File: src/logic/pdm_defines.svh
`ifndef PDM_DEFINES_SVH
`define PDM_DEFINES_SVH

// Register byte offsets on the APB slave.
`define PDM_OFF_CTRL_ONE 8'h00
`define PDM_OFF_CTRL_TWO 8'h04
`define PDM_OFF_IRQ_STATUS 8'h08
`define PDM_OFF_IRQ_MASK 8'h0c
`define PDM_OFF_MODE 8'h10

// Field positions of the first control register.
`define PDM_C1_SSEL 7
`define PDM_C1_STS_HI 6
`define PDM_C1_STS_LO 4
`define PDM_C1_LSR 3
`define PDM_C1_RSV 2

// Field positions of the second control register.
`define PDM_C2_DAT 3
`define PDM_C2_ONES_HI 7
`define PDM_C2_ONES_LO 4
`define PDM_C2_ONE 2
`define PDM_C2_RSV_HI 1
`define PDM_C2_RSV_LO 0

// Reset values of the control registers.
`define PDM_C1_RESET 8'h00
`define PDM_C2_RESET 8'hf4

// Interrupt status bits.
`define PDM_EV_SETTLED 0
`define PDM_EV_DIRECT 1
`define PDM_EV_SUBACT 2
`define PDM_EV_W 3

// Settling wait in system clock states for the shortest code.
`define PDM_SETTLE_BASE 8192
`define PDM_CNT_W 18

`endif

File: src/logic/pdm_pkg.sv
package pdm_pkg;

  typedef enum logic [2:0] {
    PDM_ACTIVE,
    PDM_SLEEP,
    PDM_STANDBY,
    PDM_WATCH,
    PDM_SUBACTIVE,
    PDM_SETTLE
  } pdm_mode_t;

endpackage

File: src/logic/pdm_top.sv
`timescale 1ns/1ps
`default_nettype none
`include "pdm_defines.svh"
module pdm_top #(
  parameter int SETTLE_BASE = `PDM_SETTLE_BASE
) (
  // Clock and reset.
  input wire logic pclk,
  input wire logic presetn,
  // APB slave.
  input wire logic psel,
  input wire logic penable,
  input wire logic pwrite,
  input wire logic [7:0] paddr,
  input wire logic [31:0] pwdata,
  output logic [31:0] prdata,
  output logic pready,
  output logic pslverr,
  // CPU and interrupt controller, same clock.
  input wire logic sleep_exec,
  input wire logic sleep_wake,
  input wire logic timebase_watch_select,
  input wire logic irq_mask_global,
  input wire logic direct_irq_enable,
  // Wake pins from outside the clock domain.
  input wire logic wake_ext_pin,
  input wire logic wake_watch_pin,
  // Power state outputs.
  output logic [2:0] mode_code,
  output logic cpu_on_subclock,
  output logic osc_run,
  output logic cpu_run,
  output logic direct_irq_req,
  output logic irq
);

  typedef struct packed {
    pdm_pkg::pdm_mode_t mode;
    logic standby_select;
    logic [2:0] settle_wait_select;
    logic low_speed_resume;
    logic rsv_one;
    logic direct_active_transfer;
    logic [1:0] rsv_two;
    logic [`PDM_CNT_W-1:0] cnt;
    logic [`PDM_EV_W-1:0] irq_sts;
    logic [`PDM_EV_W-1:0] irq_msk;
    logic dt_req;
    logic [31:0] rdata;
    logic err;
    logic wext_s1;
    logic wext_s2;
    logic wwat_s1;
    logic wwat_s2;
  } pdm_state_t;

  pdm_state_t st_r;
  pdm_state_t st_nxt;

  function automatic logic [`PDM_CNT_W-1:0] settle_cycles(input logic [2:0] code);
    logic [`PDM_CNT_W-1:0] base;
    base = `PDM_CNT_W'(SETTLE_BASE);
    if (code[2]) begin
      settle_cycles = base << 4;
    end else begin
      settle_cycles = base << code[1:0];
    end
  endfunction

  function automatic logic reg_hit(input logic [7:0] a);
    reg_hit = (a == `PDM_OFF_CTRL_ONE) || (a == `PDM_OFF_CTRL_TWO) ||
              (a == `PDM_OFF_IRQ_STATUS) || (a == `PDM_OFF_IRQ_MASK) ||
              (a == `PDM_OFF_MODE);
  endfunction

  logic [`PDM_EV_W-1:0] ev;
  logic wr;
  logic rd;
  logic [7:0] c1_rd;
  logic [7:0] c2_rd;

  assign wr = psel && penable && pwrite;
  assign rd = psel && !penable;

  always_comb begin
    c1_rd = 8'h00;
    c1_rd[`PDM_C1_SSEL] = st_r.standby_select;
    c1_rd[`PDM_C1_STS_HI:`PDM_C1_STS_LO] = st_r.settle_wait_select;
    c1_rd[`PDM_C1_LSR] = st_r.low_speed_resume;
    c1_rd[`PDM_C1_RSV] = st_r.rsv_one;
    // The direct transfer bit is write-only, so it reads back as zero.
    c2_rd = `PDM_C2_RESET;
    c2_rd[`PDM_C2_RSV_HI:`PDM_C2_RSV_LO] = st_r.rsv_two;
  end

  always_comb begin
    st_nxt = st_r;
    ev = '0;
    st_nxt.dt_req = 1'b0;
    st_nxt.wext_s1 = wake_ext_pin;
    st_nxt.wext_s2 = st_r.wext_s1;
    st_nxt.wwat_s1 = wake_watch_pin;
    st_nxt.wwat_s2 = st_r.wwat_s1;
    if (wr) begin
      case (paddr)
        `PDM_OFF_CTRL_ONE: begin
          if (st_r.mode == pdm_pkg::PDM_ACTIVE) begin
            st_nxt.standby_select = pwdata[`PDM_C1_SSEL];
          end
          st_nxt.settle_wait_select = pwdata[`PDM_C1_STS_HI:`PDM_C1_STS_LO];
          st_nxt.low_speed_resume = pwdata[`PDM_C1_LSR];
          st_nxt.rsv_one = pwdata[`PDM_C1_RSV];
        end
        `PDM_OFF_CTRL_TWO: begin
          if (st_r.mode == pdm_pkg::PDM_SUBACTIVE) begin
            st_nxt.direct_active_transfer = pwdata[`PDM_C2_DAT];
          end
          st_nxt.rsv_two = pwdata[`PDM_C2_RSV_HI:`PDM_C2_RSV_LO];
        end
        `PDM_OFF_IRQ_STATUS: begin
          st_nxt.irq_sts = st_r.irq_sts & ~pwdata[`PDM_EV_W-1:0];
        end
        `PDM_OFF_IRQ_MASK: begin
          st_nxt.irq_msk = pwdata[`PDM_EV_W-1:0];
        end
        default: begin
        end
      endcase
    end
    case (st_r.mode)
      pdm_pkg::PDM_ACTIVE: begin
        if (sleep_exec) begin
          if (!st_r.standby_select) begin
            st_nxt.mode = pdm_pkg::PDM_SLEEP;
          end else if (timebase_watch_select) begin
            st_nxt.mode = pdm_pkg::PDM_WATCH;
          end else begin
            st_nxt.mode = pdm_pkg::PDM_STANDBY;
          end
        end
      end
      pdm_pkg::PDM_SLEEP: begin
        if (sleep_wake) begin
          st_nxt.mode = pdm_pkg::PDM_ACTIVE;
        end
      end
      pdm_pkg::PDM_STANDBY: begin
        // Standby select is left alone here, so it is still set on return.
        if (st_r.wext_s2 && !irq_mask_global) begin
          st_nxt.mode = pdm_pkg::PDM_SETTLE;
          st_nxt.cnt = settle_cycles(st_r.settle_wait_select) - 1'b1;
        end
      end
      pdm_pkg::PDM_WATCH: begin
        if (st_r.wwat_s2 && !irq_mask_global) begin
          if (st_r.low_speed_resume) begin
            st_nxt.mode = pdm_pkg::PDM_SUBACTIVE;
            ev[`PDM_EV_SUBACT] = 1'b1;
          end else begin
            st_nxt.mode = pdm_pkg::PDM_SETTLE;
            st_nxt.cnt = settle_cycles(st_r.settle_wait_select) - 1'b1;
          end
        end
      end
      pdm_pkg::PDM_SUBACTIVE: begin
        if (sleep_exec) begin
          if (st_r.direct_active_transfer && !st_r.low_speed_resume &&
              !irq_mask_global && direct_irq_enable) begin
            st_nxt.mode = pdm_pkg::PDM_SETTLE;
            st_nxt.cnt = settle_cycles(st_r.settle_wait_select) - 1'b1;
            st_nxt.dt_req = 1'b1;
            ev[`PDM_EV_DIRECT] = 1'b1;
          end else begin
            // A blocked direct transfer falls back to the plain watch entry.
            st_nxt.mode = pdm_pkg::PDM_WATCH;
          end
        end
      end
      pdm_pkg::PDM_SETTLE: begin
        if (st_r.cnt == '0) begin
          st_nxt.mode = pdm_pkg::PDM_ACTIVE;
          ev[`PDM_EV_SETTLED] = 1'b1;
        end else begin
          st_nxt.cnt = st_r.cnt - 1'b1;
        end
      end
      default: begin
        st_nxt.mode = pdm_pkg::PDM_ACTIVE;
      end
    endcase
    // A new event wins over a clear in the same cycle.
    st_nxt.irq_sts = st_nxt.irq_sts | ev;
    if (rd) begin
      st_nxt.err = !reg_hit(paddr);
      case (paddr)
        `PDM_OFF_CTRL_ONE: st_nxt.rdata = {24'h000000, c1_rd};
        `PDM_OFF_CTRL_TWO: st_nxt.rdata = {24'h000000, c2_rd};
        `PDM_OFF_IRQ_STATUS: st_nxt.rdata = {29'h0, st_r.irq_sts};
        `PDM_OFF_IRQ_MASK: st_nxt.rdata = {29'h0, st_r.irq_msk};
        `PDM_OFF_MODE: st_nxt.rdata = {29'h0, st_r.mode};
        default: st_nxt.rdata = 32'h00000000;
      endcase
    end else if (!psel) begin
      st_nxt.err = 1'b0;
    end
  end

  always_ff @(posedge pclk or negedge presetn) begin
    if (!presetn) begin
      st_r.mode <= pdm_pkg::PDM_ACTIVE;
      st_r.standby_select <= 1'b0;
      st_r.settle_wait_select <= 3'h0;
      st_r.low_speed_resume <= 1'b0;
      st_r.rsv_one <= 1'b0;
      st_r.direct_active_transfer <= 1'b0;
      st_r.rsv_two <= 2'h0;
      st_r.cnt <= '0;
      st_r.irq_sts <= '0;
      st_r.irq_msk <= '0;
      st_r.dt_req <= 1'b0;
      st_r.rdata <= 32'h00000000;
      st_r.err <= 1'b0;
      st_r.wext_s1 <= 1'b0;
      st_r.wext_s2 <= 1'b0;
      st_r.wwat_s1 <= 1'b0;
      st_r.wwat_s2 <= 1'b0;
    end else begin
      st_r <= st_nxt;
    end
  end

  assign pready = 1'b1;
  assign prdata = st_r.rdata;
  assign pslverr = st_r.err && psel && penable;
  assign mode_code = st_r.mode;
  assign cpu_on_subclock = (st_r.mode == pdm_pkg::PDM_SUBACTIVE);
  assign osc_run = (st_r.mode == pdm_pkg::PDM_ACTIVE) || (st_r.mode == pdm_pkg::PDM_SLEEP) ||
                   (st_r.mode == pdm_pkg::PDM_SETTLE);
  assign cpu_run = (st_r.mode == pdm_pkg::PDM_ACTIVE) || (st_r.mode == pdm_pkg::PDM_SUBACTIVE);
  assign direct_irq_req = st_r.dt_req;
  assign irq = |(st_r.irq_sts & st_r.irq_msk);

  // Helper logic measuring each settling interval against its selected length.
  logic [`PDM_CNT_W:0] h_cnt;
  logic [`PDM_CNT_W-1:0] h_exp;
  always_ff @(posedge pclk or negedge presetn) begin
    if (!presetn) begin
      h_cnt <= '0;
      // Starts at the count of the reset code, so the first check after reset agrees.
      h_exp <= `PDM_CNT_W'(SETTLE_BASE);
    end else if (st_r.mode == pdm_pkg::PDM_SETTLE) begin
      h_cnt <= h_cnt + 1'b1;
    end else begin
      h_cnt <= '0;
      h_exp <= settle_cycles(st_r.settle_wait_select);
    end
  end
endmodule
`default_nettype wire

File: config.mk
export PLATFORM = sky130hd
export DESIGN_NAME = pdm_top
export DESIGN_NICKNAME = d
export VERILOG_FILES = /design/src/logic/pdm_pkg.sv /design/src/logic/pdm_top.sv
export VERILOG_INCLUDE_DIRS = /design/src /design/src/logic
export SDC_FILE = /design/constraint.sdc
export NUM_CORES = 1
export LEC_CHECK = 0
export BUFFER_PORTS_ARGS = -buffer_cell sky130_fd_sc_hd__buf_2
export CAP_MARGIN = 5
export CORE_MARGIN = 10
export CORE_UTILIZATION = 25
export CTS_CLUSTER_SIZE = 20
export DETAILED_ROUTE_END_ITERATION = 8
export PLACE_DENSITY = 0.54
export REMOVE_ABC_BUFFERS = 1
export SLEW_MARGIN = 15
export SYNTH_ARGS = -nofsm -noshare
export SYNTH_HDL_FRONTEND = slang
export SYNTH_SLANG_ARGS = --single-unit
File: constraint.sdc
create_clock -name pclk -period 2.8 [get_ports pclk]
set_clock_uncertainty 0.1 [all_clocks]
set_input_delay 0.28 -clock pclk [delete_from_list [all_inputs] [get_ports pclk]]
set_output_delay 0.28 -clock pclk [all_outputs]
set_load 0.03 [all_outputs]
# Word level (Yosys, flattened, before mapping)
# Cells that the tools add are included.
dict set report totals {
  inputBits 52
  register_bits 74
  output_inout_bits 42
  word_cells 119
}
dict set report classes {
  n_shift 1
  bitwise 4
  n_addsub 4
  n_reduce_logical 33
  mux 41
  n_eq_ne 19
}
# operator n
set op_table {}
lappend op_table {{two-way mux 18 bit} 15}
lappend op_table {{case mux 18 bit (4 select lines)} 1}
lappend op_table {{subtractor 18 x 1 -> 18 bit, second input constant} 4}
lappend op_table {{case mux 8 bit (5 select lines)} 1}
lappend op_table {{two-way mux 3 bit} 9}
lappend op_table {{zero test 18 bit} 1}
lappend op_table {{case mux 3 bit (6 select lines)} 1}
lappend op_table {{left shift 14 x 2 -> 18 bit, first input constant} 1}
lappend op_table {{equality test 8 x 4 -> 1 bit, second input constant} 2}
lappend op_table {{inequality test 2 bit, second input constant} 8}
lappend op_table {{two-way mux 1 bit} 12}
lappend op_table {{logical AND 1 bit} 10}
lappend op_table {{equality test 8 x 3 -> 1 bit, second input constant} 1}
lappend op_table {{equality test 8 x 5 -> 1 bit, second input constant} 1}
lappend op_table {{zero test 8 bit} 1}
lappend op_table {{logical OR 1 bit} 7}
lappend op_table {{AND reduction 7 bit} 1}
lappend op_table {{AND 3 bit} 2}
lappend op_table {{equality test 3 x 2 -> 1 bit, second input constant} 2}
lappend op_table {{equality test 3 bit, second input constant} 2}
lappend op_table {{two-way mux 6 bit} 1}
lappend op_table {{AND reduction 2 bit} 3}
lappend op_table {{AND reduction 3 bit} 2}
lappend op_table {{AND reduction 6 bit} 1}
lappend op_table {{other kinds (9)} 13}

# Longest topological paths before layout
# Gate-level depths: netlist of the first run.
dict set report logic_depth {
  word_depth 11
  ltp_mapped 12
  ltp_nobuf 8
}

# Least setup slack after synthesis of the first run
# Ideal clock, no wire load.
dict set report synth_path {
  kind {flip-flop to flip-flop}
  start {register st_r (netlist bit mode_code[1])}
  end {register st_r[50] (netlist bit)}
  path_buffers 5
  arrival_ns 2.270
  setup_ns 0.095
  path_slack_ns 0.335
  required_ns 2.605
  stages_incl_launch_ff 12
  period_less_slack_ns 2.465
  path_cell_list {dfrtp_1 clkbuf_1 inv_1 and3_1 clkbuf_1 clkbuf_1 nand2_1 ha_1 clkbuf_1 clkbuf_1 nand3_1 o31ai_1}
}
dict set report synth_between {
  elab_chain_len 3
  word_cells_on_any_way 13
  cone_classes {eq/ne: 10; mux: 1; reduce/logical: 2}
}
# item line_no
set synth_lines {}
lappend synth_lines {{start, declared} pdm_top.sv:57} ;# pdm_state_t st_r;
lappend synth_lines {{start signal, assigned} pdm_top.sv:228} ;# st_r <= st_nxt;
lappend synth_lines {{equality test 3 bit or equality test 3 x 2 -> 1 bit (tied branches)} pdm_top.sv:130} ;# case (st_r.mode)
lappend synth_lines {{inequality test 2 bit (no source line), or another cell as far along} -}
lappend synth_lines {{AND reduction 7 bit (no source line)} -}
# Parallel ways exist; a longest one is shown, timed or not.
# A chain may end at the register's enable or synchronous reset.

# Worst setup path after layout of the first run
dict set report layout_path {
  start {register st_r[54] (netlist bit)}
  end {register st_r[58] (netlist bit)}
}
dict set report layout_between {
  elab_chain_len 3
  word_cells_on_any_way 6
  cone_classes {add/sub: 1; eq/ne: 1; mux: 2; reduce/logical: 2}
}
# item line_no
set layout_lines {}
lappend layout_lines {{subtractor 18 x 1 -> 18 bit or zero test 18 bit (tied branches)} {pdm_top.sv:184, pdm_top.sv:180}}
lappend layout_lines {{two-way mux 18 bit or inequality test 2 bit (tied branches)} -}
lappend layout_lines {{case mux 18 bit (4 select lines) or AND reduction 7 bit (tied branches)} -}
# Parallel ways exist; a longest one is shown, timed or not. The select of a mux whose other input is x is not followed.

==> impl_metrics.env, run 1 <==
export IMPL_place_congestion=0.818
export IMPL_die_h_um=130
export IMPL_place_area_um2=3320
export IMPL_synth_top_cell_by_area="dfrtp_1"
export IMPL_timing_max_transition_violations_final=0
export IMPL_first_global_vias=2407
export IMPL_antenna_found_initial=0
export IMPL_slew_headroom_pct=62.2
export IMPL_hp_class="in2reg"
export IMPL_critPathLaunch="st_r[54]"
export IMPL_status="completed"
export IMPL_rrSetupSlack_ps=430
export IMPL_grt_pass1_wl_um=12500
export IMPL_finalHoldViolations=0
export IMPL_synth_top_area_share_pct=41.3
export IMPL_grt_max_degree=38
export IMPL_syn_to_final_growth_pct=15.5
export IMPL_htree_num_levels=2
export IMPL_setup_viol=0
export IMPL_clkLatencyLatePin_ps=290
export IMPL_die_area_um2=16900
export IMPL_cts_max_path_buffers=2
export IMPL_yosysWarnings=0
export IMPL_timing_worst_slew_pin_value_ps=559
export IMPL_drv_cap=0
export IMPL_vias=2482
export IMPL_postSynth_asyncResetShare_pct=100
export IMPL_cts_buffers_inserted=5
export IMPL_timing_fmax_ghz=0.421
export IMPL_finalCriticalPeriod_ps=2370
export IMPL_endpoint_kind="register"
export IMPL_wl_um=7660
export IMPL_placementRows=40
export IMPL_cts_resized=0
export IMPL_critPathMaxStageDelay_ps=640
export IMPL_dp_hpwl_um=5920
export IMPL_critPathKind="reg2reg"
export IMPL_die_w_um=130
export IMPL_synthesis_area_um2=3030
export IMPL_power_density_nw_per_um2=750
export IMPL_ant_nets=0
export IMPL_postSynthAreaPerCell_um2=9.35
export IMPL_cts_tree="done"
export IMPL_finalCritPeriodShare_pct=84.8
export IMPL_io_buffers=44
export IMPL_cpMaxStageDelayCell="or4_1"
export IMPL_drive_gt1_share_pct=25.8
export IMPL_nets=420
export IMPL_antenna_cells=0
export IMPL_syn_instance_count=324
export IMPL_synthFlopType="dfrtp_1"
export IMPL_root_buffer="clkbuf_16"
export IMPL_viasPerCell=4.82
export IMPL_r2r_start="st_r[54]"
export IMPL_yosys_top_cells_area="dfrtp_1 (41%), buf_4 (8.9%), mux2_2 (5.6%), o21ai_0 (4.8%), nand2_1 (3.8%)"
export IMPL_critPathTopFamily="simple AND/OR/NAND/NOR gates"
export IMPL_post_route_cell_area_um2=3500
export IMPL_core_area_um2=12000
export IMPL_cp_start_kind="register"
export IMPL_io_pins=94
export IMPL_drt_pass1_iter_count=7
export IMPL_ys_seq_area_share_pct=41.3
export IMPL_clk_pin_slew_ps=70
export IMPL_grt_usage_pct=9.06
export IMPL_drc=0
export IMPL_synth_edf_count=0
export IMPL_cp_required_ps=2880
export IMPL_post_drt_wl_per_cell_um=14.9
export IMPL_fillers=1232
export IMPL_crit_fanout=9
export IMPL_leakage_nw=1.54
export IMPL_synthDistinctLibCells=59
export IMPL_tns_ps=0
export IMPL_path_buf_inv=1
export IMPL_crit_chain="nor4_2 -> buf_4 -> nand4_4 -> or4_1 -> and2_4 -> o2111a_1"
export IMPL_cts_sinks=50
export IMPL_hold_start="pwdata[4]"
export IMPL_synth_seq_cells=50
export IMPL_drtIter0Drc=186
export IMPL_cts_setup_buffers=0
export IMPL_start_util_pct=25.3
export IMPL_peakVddDrop_uv=319
export IMPL_grt_setup_unrepaired="no"
export IMPL_crit_arrival_ps=2450
export IMPL_grt_overflow=0
-- path summary, 6_finish.rpt --
path	to	cells past startpoint
max	st_r[58]	6
min	c1_rd[4]	2
max reg2reg	st_r[58]	6
min reg2reg	st_r[0]	0
max in group asynchronous	st_nxt[2]	3
min in group asynchronous	st_r[55]	2
-- cells by family (layout without fill, tap and decap cells) --
group	count (synthesis)	in the layout	synth area share (%)
simple gates	110	110	21.1
compound gates	84	84	18.1
buf+inv	58	79	12.0
flops	50	50	41.3
mux	18	18	6.57
other cells	2	25	0.248
fa+ha+maj	1	1	0.413
xor+xnor	1	1	0.289
-- layer usage --
layer,global-route usage [%],vias to the layer above,routed length (um)
met5,0,-,0
met4,2.98,0,82
met3,2.31,2,584
met2,14.2,70,3400
met1,11.9,1192,3600
li1,-,1218,-
-- cell usage in the layout, fill, tap and decap left out, types with 6 or more instances in the layout --
cell type / synthesis / final
dfrtp_1: 50 / 50
buf_2: 3 / 44
nand3_1: 13 / 13
nor2_1: 15 / 15
nand2_1: 31 / 31
a31oi_1: 8 / 8
a21oi_1: 13 / 13
nor2b_1: 6 / 6
buf_4: 36 / 19
o21ai_0: 29 / 29
mux2_2: 15 / 15
nor3_1: 7 / 7
conb_1: 2 / 25
-- sequential cells by signal, summed over array words and instances (netlist names) --
signal,cells
mode_code,3
st_r,28
c2_rd,2
c1_rd,6
st_nxt,2
prdata,8
direct_irq_req,1
-- layout make-up --
| class | instances | area [um^2] | share of cell area (%) |
|---|---|---|---|
| sequential | 50 | 1250 | 35.8 |
| multi-input combinational | 239 | 1500 | 42.9 |
| clock inverter | 3 | 26.3 | 0.751 |
| inverter | 5 | 18.8 | 0.536 |
| clock buffer | 5 | 125 | 3.58 |
| timing repair buffer | 66 | 393 | 11.2 |
| tap | 147 | 184 | 5.26 |
-- synthesized netlist by cell type (2+ instances only) --
cell type,number
dfrtp_1,50
nor4bb_1,3
a311oi_1,2
nand4_1,4
nand3b_1,2
or3_1,4
or4_1,3
o31ai_1,3
and3_1,5
o21a_1,2
conb_1,2
nor4_4,2
a21oi_1,13
nand2_1,31
nor4_2,2
a22oi_1,3
a22o_1,3
mux2_2,15
nor2b_1,6
a31oi_1,8
a21o_1,4
nor4b_1,3
buf_2,3
nor2_1,15
mux2i_1,3
clkbuf_1,12
inv_1,5
buf_4,36
and2_1,2
o21ai_0,29
a31o_2,2
nor3_1,7
nand3_1,13
nand4b_1,2
-- stage by stage --
step,total power [mW],setup slack (ps),hold WS [ps],std cells,util [%]
after CTS,2.65,416,127,515,29.2
after floorplan,1.66,205,-116,294,-
after global placement,1.99,424,105,504,27.7
after global routing,2.82,290,122,515,29.2
after detailed placement,2.01,403,98.0,504,27.7
final,2.62,427,135,515,29.2
-- repair_timing --
item | in CTS | in global routing
setup endpoints to repair | 0 | 0
hold endpoints to repair | 15 | 0
hold buffers | 3 | 0
-- power breakdown --
part | internal, mW | switching (mW) | leakage, nW
registers | 0.871 | 0.218 | 0.640
clock network | 0.341 | 0.286 | 0.0752
logic | 0.364 | 0.544 | 0.829
No activity file was read; power rests on OpenSTA's default activity.
==> inputs of run 2 (changes only) <==
--- a/config.mk
+++ b/config.mk
@@ -12,7 +12,7 @@
 export CORE_UTILIZATION = 25
 export CTS_CLUSTER_SIZE = 20
 export DETAILED_ROUTE_END_ITERATION = 8
-export PLACE_DENSITY = 0.54
+export PLACE_DENSITY = 0.55
 export REMOVE_ABC_BUFFERS = 1
 export SLEW_MARGIN = 15
 export SYNTH_ARGS = -nofsm -noshare
==> constraint.sdc (replaced) <==
create_clock -name pclk -period 2 [get_ports pclk]
set_clock_uncertainty 0.1 [all_clocks]
set_input_delay 0.2 -clock pclk [delete_from_list [all_inputs] [get_ports pclk]]
set_output_delay 0.2 -clock pclk [all_outputs]
set_load 0.03 [all_outputs]
==> run 2 against run 1 <==
Against the previous run:
- the run now ends with negative setup slack left
- hold slack worse by 84 ps
- global-route usage rose by 0.99 points
- setup slack got worse by 530 ps
- sequential power rose by 29%
- wire length grew 11%
- non-clock buffer count rose by 43
- via count up 8.3%
- cell count is 8.3% higher
==> impl_metrics.env, run 2 (same netlist as run 1, synthesis figures left out) <==
export IMPL_viasPerCell=4.82
export IMPL_crit_arrival_ps=2180
export IMPL_reg2regPathDepth=7
export IMPL_fin_cells=558
export IMPL_antenna_cells=0
export IMPL_grt_usage_pct=10.0
export IMPL_drtIter0Drc=185
export IMPL_setup_viol=16
export IMPL_core_area_um2=12000
export IMPL_grt_max_degree=25
export IMPL_critPathKind="reg2reg"
export IMPL_grt_pass1_wl_um=13800
export IMPL_antenna_found_initial=0
export IMPL_leakage_nw=1.76
export IMPL_grt_overflow=0
export IMPL_clk_pin_slew_ps=70
export IMPL_cts_tree="done"
export IMPL_die_w_um=130
export IMPL_crit_fanout=11
export IMPL_drv_cap=0
export IMPL_top_register="st_r"
export IMPL_slew_headroom_pct=61.2
export IMPL_drc=0
export IMPL_wl_um=8520
export IMPL_syn_to_final_growth_pct=27.6
export IMPL_htree_num_levels=2
export IMPL_drive_gt1_share_pct=34.5
export IMPL_r2r_end="st_r[48]"
export IMPL_drt_pass1_iter_count=4
export IMPL_nets=463
export IMPL_io_buffers=44
export IMPL_power_total_mw=4.15
export IMPL_first_global_vias=2742
export IMPL_final_common_cell="buf_4"
export IMPL_place_area_um2=3630
export IMPL_vias=2689
export IMPL_ant_nets=0
export IMPL_io_pins=94
export IMPL_root_buffer="clkbuf_16"
export IMPL_hp_class="in2reg"
export IMPL_min_to="c1_rd[4]"
export IMPL_start_util_pct=25.3
export IMPL_finalCritPeriodShare_pct=105
export IMPL_die_area_um2=16900
export IMPL_fillers=1241
export IMPL_timing_worst_slew_pin_value_ps=582
export IMPL_clkLatencyLatePin_ps=290
export IMPL_r2r_start="st_r[53]"
export IMPL_die_h_um=130
export IMPL_endpoint_kind="register"
export IMPL_placed_cells=544
export IMPL_timing_max_transition_violations_final=0
export IMPL_power_density_nw_per_um2=1070
export IMPL_hold_start="pwdata[4]"
export IMPL_peakVddDrop_uv=382
export IMPL_place_congestion=0.810
export IMPL_post_drt_wl_per_cell_um=15.3
export IMPL_final_cell_mix="buf_4 (60), dfrtp_1 (50), buf_2 (44)"
export IMPL_cp_required_ps=2070
export IMPL_cts_sinks=50
export IMPL_status="finished, violations left"
export IMPL_grt_setup_unrepaired="yes"
export IMPL_violations="negative setup slack"
export IMPL_cts_max_path_buffers=2
export IMPL_dp_hpwl_um=6510
export IMPL_tns_ps=-922
export IMPL_finalCriticalPeriod_ps=2110
export IMPL_cp_start_kind="register"
export IMPL_cts_buffers_inserted=5
export IMPL_whs_path_depth=2
export IMPL_timing_fmax_ghz=0.475
export IMPL_largest_reg_flops=28
export IMPL_rrSetupSlack_ps=-110
export IMPL_fin_ws_ps=-106
export IMPL_post_route_cell_area_um2=3860
export IMPL_placementRows=40
export IMPL_finalHoldViolations=0
-- run 2: changes by cell type in the layout (fill, tap and decap cells not counted), sizes merged --
cell	before	now
clkinv	0	2
clkbuf	5	6
buf	63	106
inv	8	5
-- run 2: how the worst max path moves through the flow --
stage / startpoint / depth (start not counted) / to
floorplan: mode_code[2] / 5 / st_r[60]
global placement: paddr[1] / 6 / st_r[39]
detailed placement: st_r[52] / 7 / st_r[48]
CTS: st_r[53] / 7 / st_r[48]
global route: st_r[56] / 7 / st_r[46]
finish: st_r[53] / 7 / st_r[48]
-- run 2: what timing repair did --
action | in CTS | in global routing
buffers inserted | 2 | 1
pin swaps | 2 | 1
hold buffers | 3 | 0
setup endpoints to repair | 17 | 22
resized for setup | 2 | 3
endpoints found under the hold margin | 24 | 0
-- run 2: worst max-delay path, stage by stage (launching register included) --
cell and delay (ps):
dfrtp_1 390, nor4_2 290, buf_4 170, nand4_4 110
or4_4 520, buf_6 170, a41oi_1 180, a21oi_1 60
-- run 2: metrics by stage --
step	util [%]	setup WS (ps)	hold WS, ps
after floorplan	-	-595	-196
after global placement	30.3	-166	130
after detailed placement	30.3	-221	139
after CTS	32.1	-115	51.1
after global routing	32.3	-203	47.2
final	32.3	-106	51.0
-- run 2: routing by layer --
| layer | wire length [um] | track usage [%] | vias up | share of wire [%] |
|---|---|---|---|---|
| li1 | - | - | 1300 | - |
| met1 | 3750 | 12.3 | 1295 | 44 |
| met2 | 4050 | 17.2 | 84 | 48 |
| met3 | 609 | 2.19 | 10 | 7.2 |
| met4 | 107 | 3.11 | 0 | 1.3 |
| met5 | 0 | 0 | - | 0 |
-- run 2: where the power goes --
group	internal, mW	switching, mW	leakage, nW
combinational	0.850	0.994	1.05
sequential	1.22	0.189	0.640
clock	0.503	0.390	0.0770
total	2.57	1.57	1.76
-- run 2: area by class of cell --
| cell class | instances | area, um^2 | share of cell area, % |
|---|---|---|---|
| clock buffer | 6 | 139 | 3.59 |
| clock inverter | 2 | 17.5 | 0.453 |
| inverter | 5 | 18.8 | 0.486 |
| multi-input combinational | 239 | 1520 | 39.4 |
| sequential | 50 | 1250 | 32.4 |
| tap | 147 | 184 | 4.76 |
| timing repair buffer | 109 | 732 | 18.9 |
